## src/hw/uef_consts.svh

```systemverilog
// register indexes, field positions and reset values for the enhanced
// flow-control block; definitions only, included by the modules
`ifndef UEF_CONSTS_SVH
`define UEF_CONSTS_SVH
`define UEF_A_IER 5'h00
`define UEF_A_ISR 5'h01
`define UEF_A_FCR 5'h02
`define UEF_A_MCR 5'h03
`define UEF_A_MSR 5'h04
`define UEF_A_SPR 5'h05
`define UEF_A_DLL 5'h06
`define UEF_A_DLM 5'h07
`define UEF_A_DLD 5'h08
`define UEF_A_TCR 5'h09
`define UEF_A_TLR 5'h0A
`define UEF_A_EFR 5'h0B
`define UEF_A_FLOW_ON_CHAR_ONE 5'h0C
`define UEF_A_FLOW_ON_CHAR_TWO 5'h0D
`define UEF_A_FLOW_OFF_CHAR_ONE 5'h0E
`define UEF_A_FLOW_OFF_CHAR_TWO 5'h0F
`define UEF_A_IOCTL 5'h10
`define UEF_EFR_ENH 4
`define UEF_EFR_SPEC 5
`define UEF_EFR_ARTS 6
`define UEF_EFR_ACTS 7
`define UEF_IER_SPEC 5
`define UEF_ISR_SPEC 4
`define UEF_ISR_XOFF 5
`define UEF_MCR_RTS 1
`define UEF_IOCTL_SRST 3
`define UEF_MASK_IER 8'hF0
`define UEF_MASK_ISR 8'h30
`define UEF_MASK_FCR 8'h30
`define UEF_MASK_MCR 8'hE4
`define UEF_MASK_ALL 8'hFF
`define UEF_RST_ZERO 8'h00
`define UEF_RST_ISR 8'h01
`define UEF_RST_TCR 8'h0F
`define UEF_POR_DLL 8'h01
`define UEF_POR_DLM 8'h00
`define UEF_POR_SPR 8'hFF
`define UEF_POR_FLOW 8'h00
`define UEF_MODE_P1 2'b10
`define UEF_MODE_P2 2'b01
`define UEF_MODE_BOTH 2'b11
`endif

```

## src/hw/uef_pkg.sv

```systemverilog
// types shared by the enhanced flow-control block
// assumes the constants header sits beside it
package uef_pkg;
  typedef struct packed {
    logic valid;
    logic [7:0] data;
  } rx_char_t;
  typedef struct packed {
    logic push;
    logic [7:0] data;
    logic special;
    logic xoff;
    logic xon;
  } rx_evt_t;
  typedef enum logic {RTS_RUN, RTS_HALT} rts_state_t;
endpackage : uef_pkg

```

## src/hw/rx_char_filter.sv

```systemverilog
// received-character compare against the flow and special characters
// assumes one character per i_rx.valid pulse, synchronous to the clock
`timescale 1ns/100ps
`include "uef_consts.svh"
module rx_char_filter import uef_pkg::*; (
  input wire logic i_clk_sys,
  input wire logic i_rst,
  input wire rx_char_t i_rx,
  input wire logic [7:0] i_efr,
  input wire logic [7:0] i_flow_on_char_one,
  input wire logic [7:0] i_flow_on_char_two,
  input wire logic [7:0] i_flow_off_char_one,
  input wire logic [7:0] i_flow_off_char_two,
  output rx_evt_t o_evt
);
  logic [1:0] mode;
  logic cmp1, cmp2, is_off, is_on, spec, push;
  always_comb begin
    mode = i_efr[1:0];
    cmp1 = (mode == `UEF_MODE_P1) || (mode == `UEF_MODE_BOTH);
    cmp2 = (mode == `UEF_MODE_P2) || (mode == `UEF_MODE_BOTH);
    is_off = (cmp1 && i_rx.data == i_flow_off_char_one) ||
             (cmp2 && i_rx.data == i_flow_off_char_two);
    is_on = (cmp1 && i_rx.data == i_flow_on_char_one) ||
            (cmp2 && i_rx.data == i_flow_on_char_two);
    // bitwise equality keeps bit 0 on the lsb of the character
    spec = i_efr[`UEF_EFR_SPEC] && (i_rx.data == i_flow_off_char_two);
    // a compared flow character never reaches the fifo, special or not
    push = !(is_off || is_on);
  end
  always_ff @(posedge i_clk_sys) begin
    if (i_rst || !i_rx.valid) begin
      o_evt <= '0;
    end else begin
      o_evt <= '{push: push, data: i_rx.data, special: spec,
                 xoff: is_off, xon: is_on};
    end
  end
endmodule : rx_char_filter

```

## src/hw/rts_flow_ctrl.sv

```systemverilog
// automatic rts halt/resume against the receive fifo fill
// assumes i_fill is the live receive fifo count, 0 up to its depth
`timescale 1ns/100ps
`include "uef_consts.svh"
module rts_flow_ctrl import uef_pkg::*; #(
  parameter int FILL_W = 7
) (
  input wire logic i_clk_sys,
  input wire logic i_rst,
  input wire logic [FILL_W-1:0] i_fill,
  input wire logic [FILL_W-1:0] i_halt_lvl,
  input wire logic [FILL_W-1:0] i_resume_lvl,
  input wire logic [FILL_W-1:0] i_trig_lvl,
  input wire logic i_auto_en,
  input wire logic i_rts_reg,
  output logic o_rts_n,
  output logic o_trig
);
  rts_state_t st_q, st_d;
  always_comb begin
    st_d = st_q;
    if (!(i_auto_en && i_rts_reg)) begin
      st_d = RTS_RUN;
    end else begin
      case (st_q)
        RTS_RUN: if (i_fill >= i_halt_lvl) st_d = RTS_HALT;
        RTS_HALT: if (i_fill < i_resume_lvl) st_d = RTS_RUN;
        default: st_d = RTS_RUN;
      endcase
    end
  end
  always_ff @(posedge i_clk_sys) begin
    if (i_rst) begin
      st_q <= RTS_RUN;
    end else begin
      st_q <= st_d;
    end
  end
  // pin is high at reset, then follows the register unless halted
  always_ff @(posedge i_clk_sys) begin
    if (i_rst) begin
      o_rts_n <= 1'b1;
    end else begin
      o_rts_n <= !i_rts_reg || (st_d == RTS_HALT);
    end
  end
  always_ff @(posedge i_clk_sys) begin
    if (i_rst) begin
      o_trig <= 1'b0;
    end else begin
      o_trig <= i_auto_en && (i_fill >= i_trig_lvl);
    end
  end
endmodule : rts_flow_ctrl

```

## src/hw/uart_enhanced_flow_control.sv

```systemverilog
// enhanced-feature register set and flow control for a uart
// assumes a synchronous register port and a receiver delivering characters
// Function
// - enhanced-enable gates writes to extended bits
// - reset clears extended bits except tcr (loads 0x0F), and fractional divisor
// - special detect matches second off character
// - compare bit zero against character lsb
// - pair one compare and detect independent
// - pair two: off two dropped, interrupts raised
// - auto rts halts at halt level
// - auto rts resumes below resume level
// - without auto, rts follows register
// - auto cts blocks new characters while high
// - four flow characters readable and writable
// - power-up divisor is one
// - power-up-only registers ignore other resets
// - reset clears change bits, shows inverted inputs
// - low enhanced bits select flow pairs
`timescale 1ns/100ps
`include "uef_consts.svh"
module uart_enhanced_flow_control import uef_pkg::*; #(
  parameter int FILL_W = 7
) (
  input wire logic i_clk_sys,
  input wire logic i_rstn,
  input wire logic i_por_n,
  input wire logic i_reg_wr,
  input wire logic i_reg_rd,
  input wire logic [4:0] i_reg_addr,
  input wire logic [7:0] i_reg_wdata,
  input wire rx_char_t i_rx,
  input wire logic [FILL_W-1:0] i_rx_fill,
  input wire logic [3:0] i_modem_n,
  input wire logic i_tx_req,
  output logic [7:0] o_reg_rdata,
  output rx_evt_t o_rx_evt,
  output logic o_rts_n,
  output logic o_rx_trig_irq,
  output logic o_special_irq,
  output logic o_xoff_irq,
  output logic o_tx_start,
  output logic o_tx_halted
);
  logic [7:0] ier_q, isr_q, fcr_q, mcr_q, msr_q, spr_q;
  logic [7:0] dll_q, dlm_q, dld_q, tcr_q, tlr_q, efr_q;
  logic [7:0] flow_on_char_one_q, flow_on_char_two_q, flow_off_char_one_q, flow_off_char_two_q;
  logic [3:0] modem_prev_q;
  logic srst_q, rst, enh, sw_halt_q;
  logic [FILL_W-1:0] halt_lvl, resume_lvl, trig_lvl;
  rx_evt_t evt;

  // locked bits keep their stored value when enhanced writes are off
  function automatic logic [7:0] lock_merge(input logic [7:0] old_v,
      input logic [7:0] new_v, input logic [7:0] mask, input logic en);
    lock_merge = en ? new_v : ((new_v & ~mask) | (old_v & mask));
  endfunction : lock_merge

  function automatic logic hit(input logic [4:0] a, input logic [4:0] b);
    hit = (a == b);
  endfunction : hit

  // software reset acts like the pin reset; neither touches power-up registers
  always_comb begin
    rst = !i_rstn || srst_q;
    enh = efr_q[`UEF_EFR_ENH];
  end

  always_ff @(posedge i_clk_sys) begin
    if (!i_rstn) begin
      srst_q <= 1'b0;
    end else begin
      srst_q <= i_reg_wr && hit(i_reg_addr, `UEF_A_IOCTL) &&
                i_reg_wdata[`UEF_IOCTL_SRST];
    end
  end

  always_ff @(posedge i_clk_sys) begin
    if (rst) begin
      efr_q <= `UEF_RST_ZERO;
    end else if (i_reg_wr && hit(i_reg_addr, `UEF_A_EFR)) begin
      efr_q <= i_reg_wdata;
    end
  end

  always_ff @(posedge i_clk_sys) begin
    if (rst) begin
      ier_q <= `UEF_RST_ZERO;
    end else if (i_reg_wr && hit(i_reg_addr, `UEF_A_IER)) begin
      ier_q <= lock_merge(ier_q, i_reg_wdata, `UEF_MASK_IER, enh);
    end
  end

  always_ff @(posedge i_clk_sys) begin
    if (rst) begin
      fcr_q <= `UEF_RST_ZERO;
    end else if (i_reg_wr && hit(i_reg_addr, `UEF_A_FCR)) begin
      fcr_q <= lock_merge(fcr_q, i_reg_wdata, `UEF_MASK_FCR, enh);
    end
  end

  always_ff @(posedge i_clk_sys) begin
    if (rst) begin
      mcr_q <= `UEF_RST_ZERO;
    end else if (i_reg_wr && hit(i_reg_addr, `UEF_A_MCR)) begin
      mcr_q <= lock_merge(mcr_q, i_reg_wdata, `UEF_MASK_MCR, enh);
    end
  end

  always_ff @(posedge i_clk_sys) begin
    if (rst) begin
      dld_q <= `UEF_RST_ZERO;
    end else if (i_reg_wr && enh && hit(i_reg_addr, `UEF_A_DLD)) begin
      dld_q <= i_reg_wdata;
    end
  end

  always_ff @(posedge i_clk_sys) begin
    if (rst) begin
      tcr_q <= `UEF_RST_TCR;
    end else if (i_reg_wr && enh && hit(i_reg_addr, `UEF_A_TCR)) begin
      tcr_q <= i_reg_wdata;
    end
  end

  always_ff @(posedge i_clk_sys) begin
    if (rst) begin
      tlr_q <= `UEF_RST_ZERO;
    end else if (i_reg_wr && enh && hit(i_reg_addr, `UEF_A_TLR)) begin
      tlr_q <= i_reg_wdata;
    end
  end

  // status bits: a hardware set in the same cycle as a clear wins
  always_ff @(posedge i_clk_sys) begin
    if (rst) begin
      isr_q <= `UEF_RST_ISR;
    end else begin
      if (i_reg_wr && hit(i_reg_addr, `UEF_A_ISR)) begin
        isr_q <= lock_merge(isr_q, i_reg_wdata, `UEF_MASK_ISR, enh);
      end else if (i_reg_rd && hit(i_reg_addr, `UEF_A_ISR)) begin
        isr_q[`UEF_ISR_SPEC] <= 1'b0;
        isr_q[`UEF_ISR_XOFF] <= 1'b0;
      end
      if (evt.special) begin
        isr_q[`UEF_ISR_SPEC] <= 1'b1;
      end
      if (evt.xoff) begin
        isr_q[`UEF_ISR_XOFF] <= 1'b1;
      end
    end
  end

  // power-up-only registers: pin and software reset leave them alone
  always_ff @(posedge i_clk_sys) begin
    if (!i_por_n) begin
      dll_q <= `UEF_POR_DLL;
    end else if (i_reg_wr && hit(i_reg_addr, `UEF_A_DLL)) begin
      dll_q <= i_reg_wdata;
    end
  end

  always_ff @(posedge i_clk_sys) begin
    if (!i_por_n) begin
      dlm_q <= `UEF_POR_DLM;
    end else if (i_reg_wr && hit(i_reg_addr, `UEF_A_DLM)) begin
      dlm_q <= i_reg_wdata;
    end
  end

  always_ff @(posedge i_clk_sys) begin
    if (!i_por_n) begin
      spr_q <= `UEF_POR_SPR;
    end else if (i_reg_wr && hit(i_reg_addr, `UEF_A_SPR)) begin
      spr_q <= i_reg_wdata;
    end
  end

  always_ff @(posedge i_clk_sys) begin
    if (!i_por_n) begin
      flow_on_char_one_q <= `UEF_POR_FLOW;
    end else if (i_reg_wr && hit(i_reg_addr, `UEF_A_FLOW_ON_CHAR_ONE)) begin
      flow_on_char_one_q <= i_reg_wdata;
    end
  end

  always_ff @(posedge i_clk_sys) begin
    if (!i_por_n) begin
      flow_on_char_two_q <= `UEF_POR_FLOW;
    end else if (i_reg_wr && hit(i_reg_addr, `UEF_A_FLOW_ON_CHAR_TWO)) begin
      flow_on_char_two_q <= i_reg_wdata;
    end
  end

  always_ff @(posedge i_clk_sys) begin
    if (!i_por_n) begin
      flow_off_char_one_q <= `UEF_POR_FLOW;
    end else if (i_reg_wr && hit(i_reg_addr, `UEF_A_FLOW_OFF_CHAR_ONE)) begin
      flow_off_char_one_q <= i_reg_wdata;
    end
  end

  always_ff @(posedge i_clk_sys) begin
    if (!i_por_n) begin
      flow_off_char_two_q <= `UEF_POR_FLOW;
    end else if (i_reg_wr && hit(i_reg_addr, `UEF_A_FLOW_OFF_CHAR_TWO)) begin
      flow_off_char_two_q <= i_reg_wdata;
    end
  end

  // upper half always mirrors the inverted inputs, even in reset
  always_ff @(posedge i_clk_sys) begin
    modem_prev_q <= i_modem_n;
    msr_q[7:4] <= ~i_modem_n;
    if (rst) begin
      msr_q[3:0] <= 4'h0;
    end else begin
      if (i_reg_rd && hit(i_reg_addr, `UEF_A_MSR)) begin
        msr_q[3:0] <= 4'h0;
      end
      for (int i = 0; i < 4; i++) begin
        if (i_modem_n[i] != modem_prev_q[i]) begin
          msr_q[i] <= 1'b1;
        end
      end
    end
  end

  always_ff @(posedge i_clk_sys) begin
    if (rst) begin
      o_reg_rdata <= `UEF_RST_ZERO;
    end else if (i_reg_rd) begin
      if (hit(i_reg_addr, `UEF_A_IER)) begin
        o_reg_rdata <= ier_q;
      end else if (hit(i_reg_addr, `UEF_A_ISR)) begin
        o_reg_rdata <= isr_q;
      end else if (hit(i_reg_addr, `UEF_A_FCR)) begin
        o_reg_rdata <= fcr_q;
      end else if (hit(i_reg_addr, `UEF_A_MCR)) begin
        o_reg_rdata <= mcr_q;
      end else if (hit(i_reg_addr, `UEF_A_MSR)) begin
        o_reg_rdata <= msr_q;
      end else if (hit(i_reg_addr, `UEF_A_SPR)) begin
        o_reg_rdata <= spr_q;
      end else if (hit(i_reg_addr, `UEF_A_DLL)) begin
        o_reg_rdata <= dll_q;
      end else if (hit(i_reg_addr, `UEF_A_DLM)) begin
        o_reg_rdata <= dlm_q;
      end else if (hit(i_reg_addr, `UEF_A_DLD)) begin
        o_reg_rdata <= dld_q;
      end else if (hit(i_reg_addr, `UEF_A_TCR)) begin
        o_reg_rdata <= tcr_q;
      end else if (hit(i_reg_addr, `UEF_A_TLR)) begin
        o_reg_rdata <= tlr_q;
      end else if (hit(i_reg_addr, `UEF_A_EFR)) begin
        o_reg_rdata <= efr_q;
      end else if (hit(i_reg_addr, `UEF_A_FLOW_ON_CHAR_ONE)) begin
        o_reg_rdata <= flow_on_char_one_q;
      end else if (hit(i_reg_addr, `UEF_A_FLOW_ON_CHAR_TWO)) begin
        o_reg_rdata <= flow_on_char_two_q;
      end else if (hit(i_reg_addr, `UEF_A_FLOW_OFF_CHAR_ONE)) begin
        o_reg_rdata <= flow_off_char_one_q;
      end else if (hit(i_reg_addr, `UEF_A_FLOW_OFF_CHAR_TWO)) begin
        o_reg_rdata <= flow_off_char_two_q;
      end else begin
        // unmapped indexes read as zero
        o_reg_rdata <= `UEF_RST_ZERO;
      end
    end
  end

  rx_char_filter u_filter (
    .i_clk_sys(i_clk_sys),
    .i_rst(rst),
    .i_rx(i_rx),
    .i_efr(efr_q),
    .i_flow_on_char_one(flow_on_char_one_q),
    .i_flow_on_char_two(flow_on_char_two_q),
    .i_flow_off_char_one(flow_off_char_one_q),
    .i_flow_off_char_two(flow_off_char_two_q),
    .o_evt(evt)
  );

  // one more stage so the fifo push leaves straight from a flop here
  always_ff @(posedge i_clk_sys) begin
    if (rst) begin
      o_rx_evt <= '0;
    end else begin
      o_rx_evt <= evt;
    end
  end

  // levels are in steps of four characters, up to sixty
  always_comb begin
    halt_lvl = FILL_W'({tcr_q[3:0], 2'b00});
    resume_lvl = FILL_W'({tcr_q[7:4], 2'b00});
    trig_lvl = FILL_W'({tlr_q[7:4], 2'b00});
  end

  rts_flow_ctrl #(.FILL_W(FILL_W)) u_rts (
    .i_clk_sys(i_clk_sys),
    .i_rst(rst),
    .i_fill(i_rx_fill),
    .i_halt_lvl(halt_lvl),
    .i_resume_lvl(resume_lvl),
    .i_trig_lvl(trig_lvl),
    .i_auto_en(efr_q[`UEF_EFR_ARTS]),
    .i_rts_reg(mcr_q[`UEF_MCR_RTS]),
    .o_rts_n(o_rts_n),
    .o_trig(o_rx_trig_irq)
  );

  always_ff @(posedge i_clk_sys) begin
    if (rst) begin
      o_special_irq <= 1'b0;
      o_xoff_irq <= 1'b0;
    end else begin
      o_special_irq <= isr_q[`UEF_ISR_SPEC] && ier_q[`UEF_IER_SPEC];
      o_xoff_irq <= isr_q[`UEF_ISR_XOFF] && ier_q[`UEF_IER_SPEC];
    end
  end

  // received off halts our transmitter until an on arrives
  always_ff @(posedge i_clk_sys) begin
    if (rst || efr_q[1:0] == 2'b00) begin
      sw_halt_q <= 1'b0;
    end else if (evt.xoff) begin
      sw_halt_q <= 1'b1;
    end else if (evt.xon) begin
      sw_halt_q <= 1'b0;
    end
  end

  // a character already started is not cut; only new starts are held
  always_ff @(posedge i_clk_sys) begin
    if (rst) begin
      o_tx_halted <= 1'b0;
      o_tx_start <= 1'b0;
    end else begin
      o_tx_halted <= sw_halt_q ||
                     (efr_q[`UEF_EFR_ACTS] && i_modem_n[0]);
      o_tx_start <= i_tx_req && !sw_halt_q &&
                    !(efr_q[`UEF_EFR_ACTS] && i_modem_n[0]);
    end
  end
endmodule : uart_enhanced_flow_control

```

## config.mk

```make
export PLATFORM = sky130hd
export DESIGN_NAME = uart_enhanced_flow_control
export DESIGN_NICKNAME = d
export VERILOG_FILES = /design/src/hw/uef_pkg.sv /design/src/hw/rx_char_filter.sv /design/src/hw/rts_flow_ctrl.sv /design/src/hw/uart_enhanced_flow_control.sv
export VERILOG_INCLUDE_DIRS = /design/src /design/src/hw
export SDC_FILE = /design/constraint.sdc
export NUM_CORES = 1
export LEC_CHECK = 0
export BUFFER_PORTS_ARGS = -buffer_cell sky130_fd_sc_hd__clkbuf_2
export CAP_MARGIN = 20
export CORE_AREA = 2 2 120 122
export CTS_BUF_LIST = sky130_fd_sc_hd__clkbuf_16
export DETAILED_ROUTE_END_ITERATION = 6
export DIE_AREA = 0 0 122 124
export MAX_ROUTING_LAYER = met4
export PLACE_DENSITY_LB_ADDON = 0.3
export SYNTH_ARGS = -nofsm -noshare
export SYNTH_HDL_FRONTEND = slang
export SYNTH_SLANG_ARGS = --single-unit
```

## constraint.sdc

```tcl
create_clock -name i_clk_sys -period 1.7 [get_ports i_clk_sys]
set_input_delay 0 -clock i_clk_sys [delete_from_list [all_inputs] [get_ports i_clk_sys]]
set_output_delay 0 -clock i_clk_sys [all_outputs]
set_load 0.02 [all_outputs]
```

; Word-level counts from Yosys, hierarchy flattened
; Cells that the tools add are included.
[totals]
out_inout_bits = 26
ff_bits = 173
[op_classes]
n_reduce_logical = 57
n_eq_ne = 27
order_cmp = 3
bitwise_logic = 6
n_mux = 35
[ops]
columns = operator, n
row1 = 8-bit 2-to-1 mux, 20
row2 = 5-bit by 4-bit == test with 1-bit output (second input constant), 8
row3 = 8-bit == test, 4
row4 = 1-bit logical AND, 32
row5 = 5-bit by 3-bit == test with 1-bit output (second input constant), 4
row6 = 8-bit by 6-bit bitwise OR with 8-bit output, 2
row7 = 7-bit by 6-bit >= comparator with 1-bit output, 2
row8 = 1-bit 2-to-1 mux, 11
row9 = 5-bit by 2-bit == test with 1-bit output (second input constant), 2
row10 = 1-bit logical OR, 10
row11 = 2-bit nonzero test, 5
row12 = 4-bit by 8-bit bitwise OR with 8-bit output, 1
row13 = 5-bit by 8-bit bitwise OR with 8-bit output, 1
row14 = 7-bit by 6-bit < comparator with 1-bit output, 1
row15 = 1-bit logical NOT, 6
row16 = 3-bit nonzero test, 2
row17 = 5-bit by 1-bit == test with 1-bit output (second input constant), 1
row18 = 5-bit == test (second input constant), 1
row19 = 5-bit logical NOT, 1
row20 = 2-bit == test (second input constant), 2
row21 = 2-bit 2-to-1 mux, 2
row22 = 4-bit 2-to-1 mux, 1
row23 = 1-bit != test, 4
row24 = 4-bit inverter, 1
row25 = other kinds (4), 4

; Depth between registers and ports, before layout
[depth]
word_depth = 17
mapped_depth = 8
depth_no_buf = 7

; Modules after synthesis
; Synthesis repeated with hierarchy kept, for this count alone.
[unflattened]
cells_unflattened = 948
hier_area_um2 = 8538.2
[by_module_without_submodules]
columns = mod, seq_area_each_um2, cells_each, area_each_um2, n_inst
row1 = uart_enhanced_flow_control, 3163.0, 789, 7164.4, 1
row2 = rx_char_filter, 240.2, 79, 773.2, 1
row3 = rts_flow_ctrl, 60.1, 80, 600.6, 1

; Worst setup path after synthesis
; No wires, ideal clock.
[synth_path]
path_type = flip-flop to flip-flop
from = reg tcr_q[3]
to = reg u_rts.o_rts_n
setup_ns = 0.139
path_slack_ns = 0.309
required_time_ns = 1.561
period_less_slack_ns = 1.391
arrival_time_ns = 1.252
path_stages_with_launch = 6
n_path_buf = 0
path_cell_list = dfxtp_1 inv_1 ha_1 a2111oi_0 o21a_1 o211ai_1
[synth_between]
elab_chain_cells = 5
[synth_lines]
columns = item, line
row1 = "start, declared", uart_enhanced_flow_control.sv:45  ; logic [7:0] dll_q, dlm_q, dld_q, tcr_q, tlr_q, efr_q;
row2 = "start signal, assigned", uart_enhanced_flow_control.sv:119  ; tcr_q <= `UEF_RST_TCR;
row3 = "start signal, assigned", uart_enhanced_flow_control.sv:121  ; tcr_q <= i_reg_wdata;
row4 = 7-bit by 6-bit >= comparator with 1-bit output, rts_flow_ctrl.sv:26  ; RTS_RUN: if (i_fill >= i_halt_lvl) st_d = RTS_HALT;
row5 = 1-bit 2-to-1 mux, rts_flow_ctrl.sv:26
row6 = 1-bit case mux with 2 select lines, rts_flow_ctrl.sv:25  ; case (st_q)
row7 = 1-bit 2-to-1 mux, rts_flow_ctrl.sv:22  ; if (!(i_auto_en && i_rts_reg)) begin
row8 = 1-bit logical OR, rts_flow_ctrl.sv:44  ; o_rts_n <= !i_rts_reg || (st_d == RTS_HALT);
row9 = "end signal, assigned", rts_flow_ctrl.sv:44
row10 = "end, declared", rts_flow_ctrl.sv:16  ; output logic o_rts_n,
; No other way between the ends.
; A chain may end at the register's enable or synchronous reset.

; Worst setup path in the final report
; Same ends and word-level chain as after synthesis.

==> impl_metrics.yaml <==
clock_network:
  clock_path_buffers: 2
  path_clk_slew_ns: 0.07
  clockRootBuffer: "clkbuf_16"
  post_cts_buffers: 0
  cts_tree: "done"
  clock_latency_ns: 0.44
  numCtsBuffers: 17
  cts_max_level: 4
  cts.sinks: 173
logic_synthesis:
  synth_cells: 917
  ys.flop_type: "dfxtp_1"
  synth-seq-cells: 173
  synthArstFlopShare: 0
  ys_seq_area_frac: 0.426
  yosysWarnings: 0
  syn_area_per_cell_um2: 8.87
  synth_edf_count: 0
  yosys.cell_types.count: 66
  syn_area_um2: 8140
  synth_fp_nets: 967
floorplanning:
  ioPinCount: 65
  die_y_um: 124
  rows: 43
  core-area_um2: 13700
  die_x_um: 122
  dieArea_um2: 15100
  initial_utilization: 0.593
power_and_ir_drop:
  ir_drop_v: 0.000657
  cellLeakagePower_nw: 4.00
  p_per_area_nw_per_um2: 936
global_routing:
  met2_usage: 0.509
  use_met3: 0.0687
  grt_busiest_layer: "met2"
  grt_use_met1: 0.444
  grt_util_all_layers: 0.336
  grt_antenna_before_repair: 0
  grt_first_pass_wirelength_mm: 37.3
  grt_pass1_vias: 6875
  grt_overflow: 0
  grt_max_degree: 57
finish:
  n_antenna_cell: 0
  design.final.nets: 1052
  area_delta_synth_final_pct: 17.7
  reg_top3: "o_rx_evt: 12 flops, u_filter.o_evt: 12 flops"
  drive_above_1_share: 0.175
  fin_util: 0.698
worst_setup_path:
  reg2reg_from: "tcr_q[3]"
  worstPathArrival_ns: 1.92
  r2r_setup_slack_ns: 0.08
  reg2reg_to: "u_rts.o_rts_n"
  critPathLaunchType: "flop"
  r2r_cells: 5
  cp_max_fo: 3
  cp.required_ns: 2.01
  endpoint_kind: "flop"
  crit_type: "reg2reg"
routing:
  via_per_inst: 5.99
  drc: 0
  postRouteAntennaNets: 0
  via_count: 7159
  wl_mm: 23.9
  firstDrtPassIters: 5
  drtIter0Drc: 756
  routedWlPerCell_um: 20.0
hold_path:
  hold_depth: 4
  hp-start: "i_rx_fill[5]"
  hold_class: "in2reg"
  whs_endpoint: "u_rts.o_trig"
timing:
  period_share: 0.950
  period_minus_slack_ns: 1.62
  worst_pin_slew_ns: 0.965
  hold_viol: 0
  setup_viol_count_final: 0
  whs_ns: 0.0526
  finalWorstSetupSlack_ns: 0.0848
  slew_viol_final: 0
  relSlewSlack: 0.357
  finalClockSkew_ns: 0.0138
  fmax_mhz: 619
  rsz0062_at_grt: "no"
  fin_setup_tns_ns: 0
place:
  place_ws_ns: -0.0379
  port_buffers: 64
  dp_hpwl_mm: 16.5
  place_congestion: 0.973
run:
  drv_cap: 0
run_status:
  status: "finished clean"
==> area by class of cell <==
type	instances	area, um2
timing repair buffer	134	928
inverter	23	86.3
clock buffer	17	425
fill	1108	4140
multi-input combinational	653	4270
tap	180	225
sequential	173	3460
clock inverter	15	175
==> Yosys cell counts (6+ instances only) <==
cell	count	share of area
xnor2_1	9	0.0097
a211oi_1	11	0.010
inv_1	22	0.010
buf_2	18	0.011
nand3_1	60	0.037
a2bb2oi_1	6	0.0065
a21oi_1	45	0.028
nor2b_1	27	0.021
mux2i_1	58	0.071
nand2_1	118	0.054
dfxtp_1	173	0.43
and2_1	17	0.013
a21boi_0	32	0.030
mux4_2	11	0.030
nor3_1	11	0.0068
clkbuf_1	34	0.016
xor2_1	27	0.029
nor2_1	63	0.029
nand2b_1	8	0.0062
and3_1	11	0.0085
ha_1	11	0.017
nor4_1	7	0.0054
o21ai_0	41	0.025
==> worst max-delay path by stage <==
stage / slack (ns) / cells after the start / to / from
2_1_floorplan: 0.31 / 5 / u_rts.o_rts_n / tcr_q[3]
3_3_place_gp: -0.08 / 8 / o_reg_rdata[1] / i_reg_addr[0]
3_5_place_dp: -0.04 / 8 / o_reg_rdata[1] / i_reg_addr[0]
4_1_cts: 0.06 / 5 / u_rts.o_rts_n / tcr_q[3]
5_1_grt: 0.002 / 5 / u_rts.o_rts_n / tcr_q[3]
6_report: 0.08 / 5 / u_rts.o_rts_n / tcr_q[3]
==> cell families after synthesis <==
logic type	Yosys count	synth area share
buffers and inverters	91	0.0512
AOI/OAI and AO/OA	186	0.149
DFF	173	0.426
xor gates and xnor gates	36	0.0387
muxes	72	0.106
adders and majority gates	11	0.0169
and+or+nand+nor	348	0.212
==> placed cells by master (no fill, tap or decap), drive strengths merged, types with 11 or more instances in the layout <==
cell	instances
and3	11
nor3	14
mux2i	58
and2	18
mux4	11
nand3	60
nor2b	27
inv	29
nand2	120
a21boi	32
clkbuf	81
buf	47
o21ai	46
ha	11
nor2	67
a21oi	45
dfxtp	173
dlygate4sd3	23
a211oi	11
xor2	27
==> power by group <==
part | switching (mW) | leakage [nW] | internal, mW | total, mW
clock | 1.78 | 0.286 | 2.22 | 4.00
sequential | 0.0356 | 1.40 | 4.11 | 4.15
combinational | 0.513 | 2.31 | 0.307 | 0.820
==> per-layer routing <==
layer	vias up	share of wire
met5	-	0
met3	60	0.076
met4	0	0.032
met1	3382	0.44
li1	3366	-
met2	351	0.45
==> metrics by stage <==
step           std cells  cell area [um2]  power, mW
2_1_floorplan        917             8140       4.71
3_3_place_gp        1140             8740       4.99
3_5_place_dp        1140             8740       5.00
4_1_cts             1195             9570       8.95
5_1_grt             1195             9580       9.20
6_report            1195             9580       8.96
==> worst max-delay path: stages (launching register included) <==
cell       delay (ns)
dfxtp_1          0.39
inv_1            0.07
ha_1             0.29
a2111oi_1        0.43
o21a_1           0.22
o211ai_1         0.09
==> repair_timing <==
item / CTS / global route
endpoints found under the setup margin: 0 / 4
resized for setup: 0 / 3
endpoints found under the hold margin: 29 / 0
hold buffers: 23 / 0
Note: power is estimated with default switching activity, not from simulation.
